`src/hw/sfl_pkg.sv`:
```
// constants, types and register map of the serial status-flag block
// assumes one bus clock domain; link pins are synchronised in the core
// Function
// - transfer completion sets receive-full flag, status bit 7
// - without rx DMA, rx-full clears after armed status read then data read
// - with rx DMA, rx DMA done clears rx-full
// - match flag bit 6 sets when received byte equals compare value
// - match flag clears after armed read then writing 1 to bit 6
// - tx-empty bit 5 sets when buffer moves into shifter
// - without tx DMA, tx-empty clears after armed read then data write
// - without tx DMA, data write without prior armed status read is discarded
// - with tx DMA, tx DMA done clears tx-empty
// - idle shifter takes written byte, tx-empty set within two cycles
// - at shift end a queued byte moves to shifter, tx-empty sets
// - with nothing queued tx-empty stays set and nothing moves
// - continuing transfers without new data resend the last byte
// - fault flag bit 4 sets when master sees select input low
// - fault detection only with master, detect enable, select output off
// - fault flag clears after armed read then control-one write
// - status bits 3 to 0 read zero
// - byte ending while receive buffer full is dropped silently
// - fault clears master select, disables outputs, aborts transfer
package sfl_pkg;
	// register indices; byte address is four times the index
	localparam logic [2:0] IDX_CTRL1 = 3'h0;
	localparam logic [2:0] IDX_CTRL2 = 3'h1;
	localparam logic [2:0] IDX_STAT = 3'h3;
	localparam logic [2:0] IDX_DATA = 3'h5;
	localparam logic [2:0] IDX_MATCH = 3'h7;
	// status bit positions
	localparam int B_RXF = 7;
	localparam int B_MAT = 6;
	localparam int B_TXE = 5;
	localparam int B_FLT = 4;
	// control one / control two bit positions
	localparam int B_MASTER_SELECT = 4;
	localparam int B_SELECT_OUTPUT_ENABLE = 1;
	localparam int B_FDEN = 4;
	localparam int B_RXDMA = 2;
	localparam int B_TXDMA = 5;
	localparam logic [7:0] CTRL1_RST = 8'h04;
	localparam logic [7:0] CTRL2_RST = 8'h00;
	localparam logic [7:0] MATCH_RST = 8'h00;
	localparam logic [2:0] LAST_BIT = 3'h7;
	// idle pin levels {data, select, link clock}, used as synchroniser reset
	localparam logic [2:0] SYNC_IDLE = 3'h2;
	localparam logic [1:0] RESP_OK = 2'h0;
	localparam logic [1:0] RESP_ERR = 2'h2;
	// shifter states, gray along idle -> shift -> done
	typedef enum logic [1:0] {
		SH_IDLE = 2'b00,
		SH_RUN = 2'b01,
		SH_DONE = 2'b11
	} sfl_sh_e;
	// the four status flags
	typedef struct packed {
		logic rx_full_flag;
		logic rx_match_flag;
		logic tx_empty_flag;
		logic master_fault_flag;
	} sfl_flags_s;
	localparam sfl_flags_s FLAGS_RST = 4'h2;
endpackage

```
`src/hw/sfl_core.sv`:
```
// status-flag logic of a byte-wide serial port with an AXI4-Lite slave
// assumes link pins come from outside the bus clock domain
`timescale 1ns/1ps
module sfl_core
	import sfl_pkg::*;
#(
	parameter int ADDR_W = 8
)
(
	// clock and reset
	input wire logic ref_clk,
	input wire logic reset,
	// axi4-lite write
	input wire logic [ADDR_W-1:0] s_axi_awaddr,
	input wire logic s_axi_awvalid,
	output logic s_axi_awready,
	input wire logic [31:0] s_axi_wdata,
	input wire logic [3:0] s_axi_wstrb,
	input wire logic s_axi_wvalid,
	output logic s_axi_wready,
	output logic [1:0] s_axi_bresp,
	output logic s_axi_bvalid,
	input wire logic s_axi_bready,
	// axi4-lite read
	input wire logic [ADDR_W-1:0] s_axi_araddr,
	input wire logic s_axi_arvalid,
	output logic s_axi_arready,
	output logic [31:0] s_axi_rdata,
	output logic [1:0] s_axi_rresp,
	output logic s_axi_rvalid,
	input wire logic s_axi_rready,
	// dma completion and requests
	input wire logic rx_dma_done,
	input wire logic tx_dma_done,
	output logic rx_dma_req,
	output logic tx_dma_req,
	// serial link pins
	input wire logic link_clk,
	input wire logic select_in_n,
	input wire logic serial_in,
	output logic serial_out,
	output logic serial_out_en
);
	// register index decode, shared by read and write paths
	function automatic logic hit(input logic [ADDR_W-1:0] a, input logic [2:0] idx);
		hit = (a[ADDR_W-1:2] == {{(ADDR_W-5){1'b0}}, idx}) && (a[1:0] == 2'h0);
	endfunction

	function automatic logic mapped(input logic [ADDR_W-1:0] a);
		mapped = hit(a, IDX_CTRL1) | hit(a, IDX_CTRL2) | hit(a, IDX_STAT)
			| hit(a, IDX_DATA) | hit(a, IDX_MATCH);
	endfunction

	logic awready_r, wready_r, bvalid_r, arready_r, rvalid_r;
	logic [1:0] bresp_r, rresp_r;
	logic [31:0] rdata_r;
	logic [7:0] ctrl1_r, ctrl2_r, match_r, rx_byte_r, tx_buf_r, last_r, sh_r;
	logic tx_full_r, loaded_r, done_r;
	logic [2:0] cnt_r;
	sfl_sh_e state_r;
	sfl_flags_s flag_r, arm_r;
	logic [2:0] s1_r, s2_r;
	logic clk_d_r;
	logic sdo_r, sdo_en_r, rxq_r, txq_r;

	// two-flop synchronisers for link clock, select and data
	genvar gi;
	generate
		for (gi = 0; gi < 3; gi++)
		begin : g_sync
			always_ff @(posedge ref_clk or posedge reset)
			begin
				if (reset)
				begin
					// reset to the idle pin level so no false edge follows reset
					s1_r[gi] <= SYNC_IDLE[gi];
					s2_r[gi] <= SYNC_IDLE[gi];
				end
				else
				begin
					s1_r[gi] <= (gi == 0) ? link_clk : (gi == 1) ? select_in_n : serial_in;
					s2_r[gi] <= s1_r[gi];
				end
			end
		end
	endgenerate

	logic lclk, ss_low, sdi, rise, fall;
	assign lclk = s2_r[0];
	assign ss_low = ~s2_r[1];
	assign sdi = s2_r[2];
	assign rise = lclk & ~clk_d_r;
	assign fall = ~lclk & clk_d_r;

	// bus handshake decode; valids are held until ready
	logic wr_take, rd_take, wr_ok;
	assign wr_take = awready_r & s_axi_awvalid & s_axi_wvalid;
	assign rd_take = arready_r & s_axi_arvalid;
	assign wr_ok = wr_take & s_axi_wstrb[0];

	logic rd_s, rd_d, wr_c1, wr_c2, wr_s, wr_d, wr_m;
	assign rd_s = rd_take & hit(s_axi_araddr, IDX_STAT);
	assign rd_d = rd_take & hit(s_axi_araddr, IDX_DATA);
	assign wr_c1 = wr_ok & hit(s_axi_awaddr, IDX_CTRL1);
	assign wr_c2 = wr_ok & hit(s_axi_awaddr, IDX_CTRL2);
	assign wr_s = wr_ok & hit(s_axi_awaddr, IDX_STAT);
	assign wr_d = wr_ok & hit(s_axi_awaddr, IDX_DATA);
	assign wr_m = wr_ok & hit(s_axi_awaddr, IDX_MATCH);

	logic master, rxdma, txdma, fault_evt;
	assign master = ctrl1_r[B_MASTER_SELECT];
	assign rxdma = ctrl2_r[B_RXDMA];
	assign txdma = ctrl2_r[B_TXDMA];
	// detection only in the one legal configuration
	assign fault_evt = master & ctrl2_r[B_FDEN] & ~ctrl1_r[B_SELECT_OUTPUT_ENABLE] & ss_low;

	// events feeding the flags
	logic rx_set, mat_set, rx_clr, mat_clr, load, txe_clr, flt_clr, d_acc, move;
	assign rx_set = done_r & ~flag_r.rx_full_flag;
	// compare the byte just shifted in, not the one it replaces
	assign mat_set = rx_set & (sh_r == match_r);
	assign rx_clr = rxdma ? rx_dma_done : (rd_d & arm_r.rx_full_flag);
	assign mat_clr = wr_s & s_axi_wdata[B_MAT] & arm_r.rx_match_flag;
	assign d_acc = wr_d & (arm_r.tx_empty_flag | txdma);
	assign txe_clr = txdma ? tx_dma_done : d_acc;
	assign load = tx_full_r & ~loaded_r & (state_r == SH_IDLE);
	// any buffer-to-shifter move, from idle or at the end of a byte
	assign move = load | (done_r & tx_full_r);
	assign flt_clr = wr_c1 & arm_r.master_fault_flag;

	// axi write channel; address and data are taken together
	always_ff @(posedge ref_clk or posedge reset)
	begin
		if (reset)
		begin
			awready_r <= 1'b0;
			wready_r <= 1'b0;
			bvalid_r <= 1'b0;
			bresp_r <= RESP_OK;
		end
		else
		begin
			awready_r <= s_axi_awvalid & s_axi_wvalid & ~awready_r & ~bvalid_r;
			wready_r <= s_axi_awvalid & s_axi_wvalid & ~awready_r & ~bvalid_r;
			if (wr_take)
			begin
				bvalid_r <= 1'b1;
				bresp_r <= mapped(s_axi_awaddr) ? RESP_OK : RESP_ERR;
			end
			else if (s_axi_bready)
				bvalid_r <= 1'b0;
		end
	end

	// axi read channel; data sampled at the taking edge
	always_ff @(posedge ref_clk or posedge reset)
	begin
		if (reset)
		begin
			arready_r <= 1'b0;
			rvalid_r <= 1'b0;
			rdata_r <= 32'h0;
			rresp_r <= RESP_OK;
		end
		else
		begin
			arready_r <= s_axi_arvalid & ~arready_r & ~rvalid_r;
			if (rd_take)
			begin
				rvalid_r <= 1'b1;
				rresp_r <= mapped(s_axi_araddr) ? RESP_OK : RESP_ERR;
				rdata_r <= 32'h0;
				if (hit(s_axi_araddr, IDX_CTRL1))
					rdata_r[7:0] <= ctrl1_r;
				if (hit(s_axi_araddr, IDX_CTRL2))
					rdata_r[7:0] <= ctrl2_r;
				if (hit(s_axi_araddr, IDX_STAT))
					rdata_r[7:0] <= {flag_r, 4'h0};
				if (hit(s_axi_araddr, IDX_DATA))
					rdata_r[7:0] <= rx_byte_r;
				if (hit(s_axi_araddr, IDX_MATCH))
					rdata_r[7:0] <= match_r;
			end
			else if (s_axi_rready)
				rvalid_r <= 1'b0;
		end
	end

	// control registers; a fault forces slave mode
	always_ff @(posedge ref_clk or posedge reset)
	begin
		if (reset)
		begin
			ctrl1_r <= CTRL1_RST;
			ctrl2_r <= CTRL2_RST;
			match_r <= MATCH_RST;
		end
		else
		begin
			if (wr_c1)
				ctrl1_r <= s_axi_wdata[7:0];
			if (fault_evt)
				ctrl1_r[B_MASTER_SELECT] <= 1'b0;
			if (wr_c2)
				ctrl2_r <= s_axi_wdata[7:0];
			if (wr_m)
				match_r <= s_axi_wdata[7:0];
		end
	end

	// flags: every set beats a same-cycle clear
	always_ff @(posedge ref_clk or posedge reset)
	begin
		if (reset)
			flag_r <= FLAGS_RST;
		else
		begin
			if (rx_set)
				flag_r.rx_full_flag <= 1'b1;
			else if (rx_clr)
				flag_r.rx_full_flag <= 1'b0;
			if (mat_set)
				flag_r.rx_match_flag <= 1'b1;
			else if (mat_clr)
				flag_r.rx_match_flag <= 1'b0;
			if (move)
				flag_r.tx_empty_flag <= 1'b1;
			else if (txe_clr)
				flag_r.tx_empty_flag <= 1'b0;
			if (fault_evt)
				flag_r.master_fault_flag <= 1'b1;
			else if (flt_clr)
				flag_r.master_fault_flag <= 1'b0;
		end
	end

	// arming: a status read saw the flag set; dropped when flag clears
	always_ff @(posedge ref_clk or posedge reset)
	begin
		if (reset)
			arm_r <= 4'h0;
		else
		begin
			if (rx_clr & ~rx_set)
				arm_r.rx_full_flag <= 1'b0;
			else if (rd_s & flag_r.rx_full_flag)
				arm_r.rx_full_flag <= 1'b1;
			if (mat_clr & ~mat_set)
				arm_r.rx_match_flag <= 1'b0;
			else if (rd_s & flag_r.rx_match_flag)
				arm_r.rx_match_flag <= 1'b1;
			if (txe_clr & ~move)
				arm_r.tx_empty_flag <= 1'b0;
			else if (rd_s & flag_r.tx_empty_flag)
				arm_r.tx_empty_flag <= 1'b1;
			if (flt_clr & ~fault_evt)
				arm_r.master_fault_flag <= 1'b0;
			else if (rd_s & flag_r.master_fault_flag)
				arm_r.master_fault_flag <= 1'b1;
		end
	end

	// transmit buffer; one byte may wait behind the shifter
	always_ff @(posedge ref_clk or posedge reset)
	begin
		if (reset)
		begin
			tx_buf_r <= 8'h0;
			tx_full_r <= 1'b0;
		end
		else
		begin
			if (d_acc)
				tx_buf_r <= s_axi_wdata[7:0];
			if (d_acc)
				tx_full_r <= 1'b1;
			else if (move)
				tx_full_r <= 1'b0;
		end
	end

	// shifter, mode 0: sample on link rise, change on fall, msb first
	always_ff @(posedge ref_clk or posedge reset)
	begin
		if (reset)
		begin
			state_r <= SH_IDLE;
			sh_r <= 8'h0;
			last_r <= 8'h0;
			cnt_r <= 3'h0;
			loaded_r <= 1'b0;
			done_r <= 1'b0;
			clk_d_r <= 1'b0;
			rx_byte_r <= 8'h0;
		end
		else
		begin
			clk_d_r <= lclk;
			done_r <= 1'b0;
			if (load)
			begin
				sh_r <= tx_buf_r;
				last_r <= tx_buf_r;
				loaded_r <= 1'b1;
			end
			if (rx_set)
				rx_byte_r <= sh_r;
			case (state_r)
				SH_IDLE:
					if ((master & loaded_r & ~fault_evt) | (~master & ss_low))
					begin
						state_r <= SH_RUN;
						loaded_r <= 1'b0;
						cnt_r <= 3'h0;
					end
				SH_RUN:
					if (fault_evt | (~master & ~ss_low))
						state_r <= SH_IDLE;
					else if (rise)
					begin
						sh_r <= {sh_r[6:0], sdi};
						cnt_r <= cnt_r + 3'h1;
						if (cnt_r == LAST_BIT)
						begin
							state_r <= SH_DONE;
							done_r <= 1'b1;
						end
					end
				SH_DONE:
				begin
					// queued byte follows; otherwise the last one repeats
					if (tx_full_r)
					begin
						sh_r <= tx_buf_r;
						last_r <= tx_buf_r;
					end
					else
						sh_r <= last_r;
					cnt_r <= 3'h0;
					if (master & tx_full_r & ~fault_evt)
						state_r <= SH_RUN;
					else if (~master & ss_low)
						state_r <= SH_RUN;
					else
						state_r <= SH_IDLE;
				end
				default:
					state_r <= SH_IDLE;
			endcase
		end
	end

	// registered pin and request outputs; fault turns the driver off
	always_ff @(posedge ref_clk or posedge reset)
	begin
		if (reset)
		begin
			sdo_r <= 1'b0;
			sdo_en_r <= 1'b0;
			rxq_r <= 1'b0;
			txq_r <= 1'b0;
		end
		else
		begin
			if (fall | (state_r != SH_RUN))
				sdo_r <= sh_r[7];
			sdo_en_r <= ~fault_evt & (master ? (state_r != SH_IDLE) : ss_low);
			rxq_r <= rxdma & flag_r.rx_full_flag;
			txq_r <= txdma & flag_r.tx_empty_flag;
		end
	end

	// straight from flops
	assign s_axi_awready = awready_r;
	assign s_axi_wready = wready_r;
	assign s_axi_bvalid = bvalid_r;
	assign s_axi_bresp = bresp_r;
	assign s_axi_arready = arready_r;
	assign s_axi_rvalid = rvalid_r;
	assign s_axi_rdata = rdata_r;
	assign s_axi_rresp = rresp_r;
	assign serial_out = sdo_r;
	assign serial_out_en = sdo_en_r;
	assign rx_dma_req = rxq_r;
	assign tx_dma_req = txq_r;
endmodule

```
`config.mk`:
```
export PLATFORM = sky130hd
export DESIGN_NAME = sfl_core
export DESIGN_NICKNAME = d
export VERILOG_FILES = /design/src/hw/sfl_pkg.sv /design/src/hw/sfl_core.sv
export SDC_FILE = /design/constraint.sdc
export NUM_CORES = 1
export LEC_CHECK = 0
export BUFFER_PORTS_ARGS = -buffer_cell sky130_fd_sc_hd__buf_2
export CAP_MARGIN = 15
export CORE_MARGIN = 4
export CORE_UTILIZATION = 55
export DETAILED_ROUTE_END_ITERATION = 16
export GPL_TIMING_DRIVEN = 0
export PLACE_DENSITY = 0.88
export REMOVE_ABC_BUFFERS = 1
export SYNTH_ARGS = -nofsm -noshare
export SYNTH_HDL_FRONTEND = slang
export SYNTH_SLANG_ARGS = --single-unit
```
`constraint.sdc`:
```
create_clock -name ref_clk -period 7 [get_ports ref_clk]
set_input_delay 1.05 -clock ref_clk [delete_from_list [all_inputs] [get_ports ref_clk]]
set_output_delay 1.05 -clock ref_clk [all_outputs]
set_load 0.03 [all_outputs]
```
==> impl_metrics.tcl, run 1 <==
set metrics [dict create \
    hold_fix_buffer_count_after_cts 0 \
    dieHeight_um 100 \
    tritoncts_num_sinks 97 \
    least_setup_slack_across_all_paths_after_layout_ns 4.29 \
    worst_slew_pin_slew_ns 1.02 \
    max_cap_violations 0 \
    cts_tree "yes" \
    period_share 0.387 \
    timing.max_slew.rel_slack 0.311 \
    layout.filler_cells 625 \
    post_synth.cell_area_avg_um2 11.7 \
    cts.path.max_buffers 2 \
    dp_worst_setup_slack_ns 3.91 \
    wl_mm 9.69 \
    avgViaCountPerCell 5.80 \
    cts_htree_levels 3 \
    grt_pass1_vias 3241 \
    timing.hold.worst_path_depth 0 \
    remaining_drcs 0 \
    drt-initial-drc-count 134 \
    n_antenna_cell 0 \
    floorplan.rows 33 \
    first_pass_iters 4 \
    detailed_place_hpwl_mm 6.88 \
    cts_resized 0 \
    placedInstanceArea_um2 4960 \
    critPathRequiredTime_ns 7.25 \
    synth.yosys.seq_area_share 0.520 \
    pin_count_of_the_biggest_net_entering_global_routing 61 \
    synth-async-reset-ratio 1.00 \
    io_pins 109 \
    die_width_um 100 \
    register_area_um2 2430 \
    synth_enable_flop_cells 0 \
    final_core_util 0.626 \
    grt.overflow.total 0 \
    fmax_mhz 369 \
    cts-buffers-inserted 9 \
    routed_wire_length_per_instance_um 17.2 \
    drive_above_1_share 0.313 \
    gp_congestion 0.815 \
    most-common-layout-cells "93 x dfrtp_1, 59 x mux2_2, 55 x buf_2" \
    pwr_density_cell_nw_per_um2 232 \
    all_layer_global_routing_usage 0.201 \
    antenna_found_initial 0 \
    nNetsFinal 522 \
    final-setup-viol-count 0 \
    cts.repair_timing.setup_buffer_count 0 \
    syn_to_final_growth_pct 10.6 \
    netlist-cell-type-count 48 \
    combined_area_of_the_multi_input_logic_cells_um2 2040 \
    port_buffers 55 \
    place_inst 546 \
    r2r.worst_path.cells 6 \
    path_clk_slew_ns 0.09 \
    rsz0062_at_grt "no" \
    fin_cells 562 \
    worst_setup_path_class "in -> reg" \
    crit_arrival_ns 2.96 \
    cts-root-buf "clkbuf_8" \
    yosys_register_bits 97 \
    critPathLaunchType "input port" \
    synth-main-ff-cell "dfrtp_1" \
    final_hold_viol_count 0 \
    initial_core_utilization 0.566 \
    period_needed_ns 2.71 \
    final_antenna_net_count 0 \
    timing.clock.skew_ns 0.00799 \
    sum_of_negative_setup_slack_ns 0 \
    dr_total_vias 3258 \
    insertion_delay_ns 0.36 \
    worst_ir_drop_vdd_v 0.000105 \
    critical_path.endpoint_type "flip-flop" \
    final_common_cell "dfrtp_1" \
    core_area_um2 8260 \
    worstPathMaxFanout 9 \
    hold_path.class "reg -> reg" \
    mappedNetlistArea_um2 4670 \
    die_area_um2 10000 \
    run_status "completed" \
    synth_warnings 0 \
    finalMaxSlewViolations 0 \
    power.leakage_nw 2.61 \
    grt_pass1_wl_mm 16.1 \
    count_of_mapped_cells_out_of_synthesis 400 \
    postLayoutCellArea_um2 5170 \
]
==> report_power, final <==
| group | leakage, nW | internal [mW] | switching [mW] | total, mW |
|---|---|---|---|---|
| clock | 0.0995 | 0.201 | 0.190 | 0.391 |
| combinational | 1.22 | 0.0634 | 0.115 | 0.178 |
| sequential | 1.29 | 0.594 | 0.0381 | 0.632 |
| total | 2.61 | 0.858 | 0.344 | 1.20 |
==> synth_stat cells, drive strengths merged (2+ instances only) <==
master,number,area (um^2)
nand4,4,25.0
o21a,2,15.0
nand3b,2,15.0
clkbuf,10,37.5
o221ai,4,35.0
nor3,8,45.0
nand4b,2,17.5
a22o,5,43.8
xor2,7,61.3
o22ai,4,25.0
mux2i,18,180
nor2,16,67.6
a21o,2,15.0
dfstp,4,105
ha,6,75.1
a31o,2,17.5
or4,3,30.0
o211ai,7,52.6
nor2b,5,31.3
o21ai,26,130
nor4,5,31.3
dfrtp,93,2330
and2,3,18.8
a41oi,2,17.5
nor3b,2,15.0
a211oi,3,22.5
a21oi,7,35.0
nand2,21,78.8
nand3,7,35.0
a22oi,8,60.1
buf,30,215
inv,13,48.8
mux2,59,664
==> worst paths after layout <==
path,endpoint,slack (ns),from
worst max register to register,flip-flop,4.42,state_r[0]
worst min register to register,lclk,0.35,s1_r[0]
max in group asynchronous,ctrl1_r[2],5.60,reset
min in group asynchronous,loaded_r,0.72,reset
worst min-delay path,lclk,0.35,s1_r[0]
worst max-delay path,tx_buf_r[7],4.29,s_axi_awaddr[7]
==> metrics by stage <==
step                      hold WS (ns)  total power, mW
after floorplan                  0.331            0.756
final                            0.355             1.20
after detailed placement         0.336            0.818
after CTS                        0.357             1.20
after global routing             0.363             1.26
after global placement           0.333            0.805
==> registers in the layout, indices dropped and copies added (netlist names), 2 cells and up, named ones only <==
register / cells
cnt_r: 3
ctrl1_r: 8
match_r: 8
tx_buf_r: 8
arm_r: 4
sh_r: 8
state_r: 2
ctrl2_r: 8
s1_r: 3
flag_r: 4
s_axi_rdata: 8
rx_byte_r: 8
==> kinds of logic (layout without fill, tap and decap cells) <==
group	count (synthesis)	count (layout)	synth area share
other	1	26	0.000802
flip-flops	97	97	0.520
AND/OR/NAND/NOR	84	84	0.0988
AO/OA/AOI/OAI	74	74	0.104
adder cells (fa/ha/maj)	6	6	0.0161
multiplexers	77	77	0.181
XOR/XNOR	8	8	0.0150
buffers and inverters	53	85	0.0645
==> cell type report <==
cell class | instances | area share
clock inverter | 5 | 0.0155
clock buffer | 11 | 0.0254
multi-input combinational | 275 | 0.395
timing repair buffer | 56 | 0.0586
inverter | 13 | 0.00992
tap | 105 | 0.0254
sequential | 97 | 0.470
==> metal layers <==
layer | part of all wire | wire [um] | GRT usage
met1 | 0.43 | 4180 | 0.267
met2 | 0.49 | 4790 | 0.332
met3 | 0.056 | 543 | 0.0368
met4 | 0.019 | 183 | 0.0725
met5 | 0 | 0 | 0
==> worst max-delay path: stages <==
cell	delay, ns
buf_2	0.10
or4_4	0.55
or4_4	0.57
nor2_4	0.30
mux2_2	0.38
Power figures use the tool's default switching activity.
==> run 2, diff against run 1 <==
CORE_UTILIZATION = 49   (was 55)
PLACE_DENSITY = 0.84   (was 0.88)
clock period = 2.4 ns   (was 7 ns; I/O delays follow)
==> impl_metrics.tcl, run 2 (synthesis results as in run 1) <==
set metrics [dict create \
    worstPathBufferInverterCount 0 \
    final_common_cell "dfrtp_1" \
    finalMaxSlewViolations 0 \
    dr_total_vias 3283 \
    tritoncts_num_sinks 97 \
    layout.filler_cells 781 \
    worst_ir_drop_vdd_v 0.000264 \
    insertion_delay_ns 0.37 \
    cts-root-buf "clkbuf_8" \
    avgViaCountPerCell 5.55 \
    hold_fix_buffer_count_after_cts 0 \
    final_antenna_net_count 0 \
    period_share 0.932 \
    cts-buffers-inserted 9 \
    final_hold_viol_count 0 \
    timing.clock.skew_ns 0.0107 \
    worst_slew_pin_slew_ns 0.831 \
    pwr_density_cell_nw_per_um2 645 \
    dp_worst_setup_slack_ns -0.189 \
    routed_wire_length_per_instance_um 17.0 \
    port_buffers 55 \
    hold_start "select_in_n" \
    drive_above_1_share 0.325 \
    n_antenna_cell 0 \
    rsz0062_at_grt "no" \
    worstPathCellList "and4bb_2 > nor4_4 > o21ai_0 > mux2_2" \
    syn_to_final_growth_pct 11.5 \
    antenna_found_initial 0 \
    remaining_drcs 0 \
    cts_htree_levels 3 \
    max_cap_violations 0 \
    run_status "completed" \
    grt_pass1_vias 3338 \
    r2r_start "s2_r[1]" \
    postLayoutCellArea_um2 5210 \
    final_core_util 0.561 \
    fmax_mhz 447 \
    final-setup-viol-count 0 \
    floorplan.rows 35 \
    max_incr_delay_on_cp_ns 0.60 \
    io_pins 109 \
    crit_arrival_ns 2.50 \
    path_clk_slew_ns 0.09 \
    most-common-layout-cells "93 x dfrtp_1, 59 x mux2_2, 55 x buf_2" \
    worstPathMaxFanout 11 \
    wl_mm 10.0 \
    detailed_place_hpwl_mm 7.00 \
    die_area_um2 11200 \
    timing.critical_path.slowest_stage_cell "nor4_4" \
    critical_path.endpoint_type "flip-flop" \
    nNetsFinal 527 \
    combined_area_of_the_multi_input_logic_cells_um2 2050 \
    grt.overflow.total 0 \
    all_layer_global_routing_usage 0.183 \
    first_pass_iters 4 \
    critPathLaunch "s2_r[1]" \
    timing.max_slew.rel_slack 0.441 \
    least_setup_slack_across_all_paths_after_layout_ns 0.164 \
    worst_setup_path_class "reg -> reg" \
    dieHeight_um 106 \
    cts_tree "yes" \
    critPathRequiredTime_ns 2.66 \
    register_area_um2 2430 \
    cts.path.max_buffers 2 \
    die_width_um 106 \
    period_needed_ns 2.24 \
    drt-initial-drc-count 155 \
    power.leakage_nw 2.62 \
    grt_pass1_wl_mm 16.4 \
    hold_slack_ns 0.0815 \
    gp_congestion 0.822 \
    pin_count_of_the_biggest_net_entering_global_routing 59 \
    hold_path.class "in -> reg" \
    placedInstanceArea_um2 4980 \
    p_total_mw 3.36 \
    initial_core_utilization 0.504 \
    timing.critical_path.max_delay_family "simple AND/OR/NAND/NOR gates" \
    critPathLaunchType "flip-flop" \
    core_area_um2 9280 \
]
## run 2: cell count changes in the layout (fill, tap and decap cells not counted), sizes merged
cell | previous run | this run
clkinvlp | 2 | 3
bufinv | 2 | 0
inv | 13 | 14
buf | 56 | 61
## run 2: area by class of cell
class                      instances  area share
sequential                        97       0.467
clock inverter                     5     0.00768
inverter                          13     0.00984
clock buffer                      11      0.0271
timing repair buffer              61      0.0639
multi-input combinational        275       0.394
tap                              129      0.0310
## run 2: timing repair
| action | in CTS | in global routing |
|---|---|---|
| buffers inserted | 0 | 5 |
| pin swaps | 0 | 1 |
| resized for setup | 2 | 0 |
| setup endpoints to repair | 11 | 9 |
## run 2: report_power, final
group,total (mW),internal [mW],switching [mW]
registers,1.84,1.73,0.108
clock network,0.993,0.411,0.582
logic,0.531,0.186,0.345
total,3.36,2.33,1.04
## run 2: final timing paths
| kind | cells after the start | endpoint | slack [ns] |
|---|---|---|---|
| min reg2reg | 0 | sdi | 0.36 |
| max | 4 | cnt_r[0] | 0.16 |
| min | 1 | s1_r[1] | 0.08 |
| max reg2reg | 4 | cnt_r[0] | 0.16 |
| min in group asynchronous | 2 | serial_out_en | 0.10 |
| max in group asynchronous | 3 | ctrl1_r[2] | 1.59 |
## run 2: through the flow
stage | instances | setup TNS (ns)
floorplan | 385 | -45.32
global placement | 569 | -146.87
detailed placement | 570 | -1.76
CTS | 586 | 0
global route | 591 | 0
finish | 591 | 0
## run 2: worst reg2reg max path, stage by stage, from the launching register on
cell and delay [ns]:
dfstp_2 0.59, and4bb_2 0.32, nor4_4 0.60, o21ai_0 0.30
mux2_2 0.33
## run 2: per-layer routing
layer,global-route usage,vias up,wire [um]
li1,-,1506,-
met1,0.237,1674,4320
met2,0.305,94,5000
met3,0.0306,9,591
met4,0.0731,0,105
met5,0,-,0
==> run 3, diff against run 2 <==
CORE_UTILIZATION = 50   (was 49)
PLACE_DENSITY = 0.82   (was 0.84)
clock period = 2.5 ns   (was 2.4 ns; I/O delays follow)
==> impl_metrics.tcl, run 3 (synthesis results as in run 1) <==
set metrics [dict create \
    insertion_delay_ns 0.36 \
    dr_total_vias 3199 \
    routed_wire_length_per_instance_um 17.0 \
    total_switching_power_mw 0.984 \
    hold_path.class "in -> async" \
    nNetsFinal 522 \
    register_area_um2 2430 \
    clkPwrFrac 0.308 \
    critPathLaunchType "flip-flop" \
    timing.critical_path.slowest_stage_cell "nand3b_1" \
    port_buffers 55 \
    cts-root-buf "clkbuf_8" \
    layout.filler_cells 749 \
    p_total_mw 3.29 \
    worst_slew_pin_slew_ns 0.872 \
    timing.clock.skew_ns 0.00877 \
    grt_pass1_wl_mm 15.9 \
    tritoncts_num_sinks 97 \
    core_area_um2 9150 \
    first_pass_iters 4 \
    p_sw_frac 0.299 \
    detailed_place_hpwl_mm 7.00 \
    crit_arrival_ns 2.61 \
    worst_ir_drop_vdd_v 0.000373 \
    n_antenna_cell 0 \
    remaining_drcs 0 \
    hold_slack_ns 0.0840 \
    finalMaxSlewViolations 0 \
    initial_core_utilization 0.511 \
    cts.path.max_buffers 2 \
    final_hold_viol_count 0 \
    internal_power_mw 2.31 \
    avgViaCountPerCell 5.63 \
    pwr_density_cell_nw_per_um2 636 \
    fmax_mhz 424 \
    pin_count_of_the_biggest_net_entering_global_routing 51 \
    path_clk_slew_ns 0.09 \
    antenna_found_initial 0 \
    power.leakage_nw 2.60 \
    worstPathMaxFanout 10 \
    postLayoutCellArea_um2 5170 \
    most-common-layout-cells "93 x dfrtp_1, 59 x mux2_2, 55 x buf_2" \
    cts-buffers-inserted 9 \
    final_core_util 0.565 \
    cts_resized 2 \
    r2r_start "state_r[0]" \
    final_common_cell "dfrtp_1" \
    max_incr_delay_on_cp_ns 0.46 \
    placedInstanceArea_um2 4970 \
    timing.max_slew.rel_slack 0.413 \
    hold_fix_buffer_count_after_cts 0 \
    die_area_um2 11000 \
    io_pins 109 \
    gp_congestion 0.758 \
    critical_path.endpoint_type "flip-flop" \
    drt-initial-drc-count 136 \
    dieHeight_um 105 \
    combined_area_of_the_multi_input_logic_cells_um2 2050 \
    sum_of_negative_setup_slack_ns 0 \
    fin_cells 568 \
    final_antenna_net_count 0 \
    worstPathBufferInverterCount 1 \
    cts_htree_levels 3 \
    all_layer_global_routing_usage 0.182 \
    grt_pass1_vias 3156 \
    dp_worst_setup_slack_ns -0.101 \
    drive_above_1_share 0.317 \
    seqPwrFrac 0.538 \
    cts_tree "yes" \
    period_needed_ns 2.36 \
    rsz0062_at_grt "no" \
    floorplan.rows 35 \
    place_inst 552 \
    timing.critical_path.max_delay_family "simple AND/OR/NAND/NOR gates" \
    least_setup_slack_across_all_paths_after_layout_ns 0.144 \
    critPathLaunch "state_r[0]" \
    die_width_um 105 \
    max_cap_violations 0 \
    critPathRequiredTime_ns 2.75 \
    cts.repair_timing.setup_buffer_count 0 \
    period_share 0.942 \
    grt.overflow.total 0 \
    run_status "completed" \
    wl_mm 9.67 \
    final-setup-viol-count 0 \
    worstPathCellList "inv_1 > ha_1 > nand3b_1 > nor2_1 > a21oi_2 > mux2_2" \
    worst_setup_path_class "reg -> reg" \
    combinationalPowerShare 0.154 \
    syn_to_final_growth_pct 10.7 \
]
-- run 3: cell count changes in the layout (fill, tap and decap cells not counted), sizes merged --
cell	before	now
buf	61	56
bufinv	0	1
clkbuf	11	10
-- run 3: worst paths after layout --
path / slack, ns / endpoint / depth (start not counted)
setup / recovery: 0.14 / flip-flop / 6
hold / removal: 0.08 / serial_out_en / 2
setup reg to reg: 0.14 / flip-flop / 6
hold reg to reg: 0.36 / lclk / 0
max in group asynchronous: 1.71 / ctrl1_r[2] / 3
min in group ref_clk: 0.10 / s1_r[1] / 1
-- run 3: worst reg2reg max path, cell delays in order, from the launching register on --
cell,delay [ns]
dfrtp_1,0.45
inv_1,0.13
ha_1,0.28
nand3b_1,0.46
nor2_1,0.11
a21oi_2,0.42
mux2_2,0.40
-- run 3: routing by layer --
metal  vias to the layer above  wire length, um  global-route usage
li1                       1505                -                   -
met1                      1593             4200               0.239
met2                        89             4750               0.294
met3                        12              552              0.0451
met4                         0              161              0.0684
met5                         -                0                   0
-- run 3: area by class of cell --
class,instances,share of cell area
Sequential cell,97,0.470
Multi-Input combinational cell,275,0.397
Timing Repair Buffer,56,0.0585
Tap cell,111,0.0269
Clock buffer,10,0.0247
Clock inverter,6,0.0128
Inverter,13,0.00992
-- run 3: power by group through the flow --
stage | registers, mW | clock network (mW) | logic [mW]
floorplan | 1.80 | 0 | 0.320
global placement | 1.79 | 0 | 0.469
detailed placement | 1.80 | 0 | 0.502
CTS | 1.77 | 1.04 | 0.509
global route | 1.79 | 1.10 | 0.566
finish | 1.77 | 1.01 | 0.506
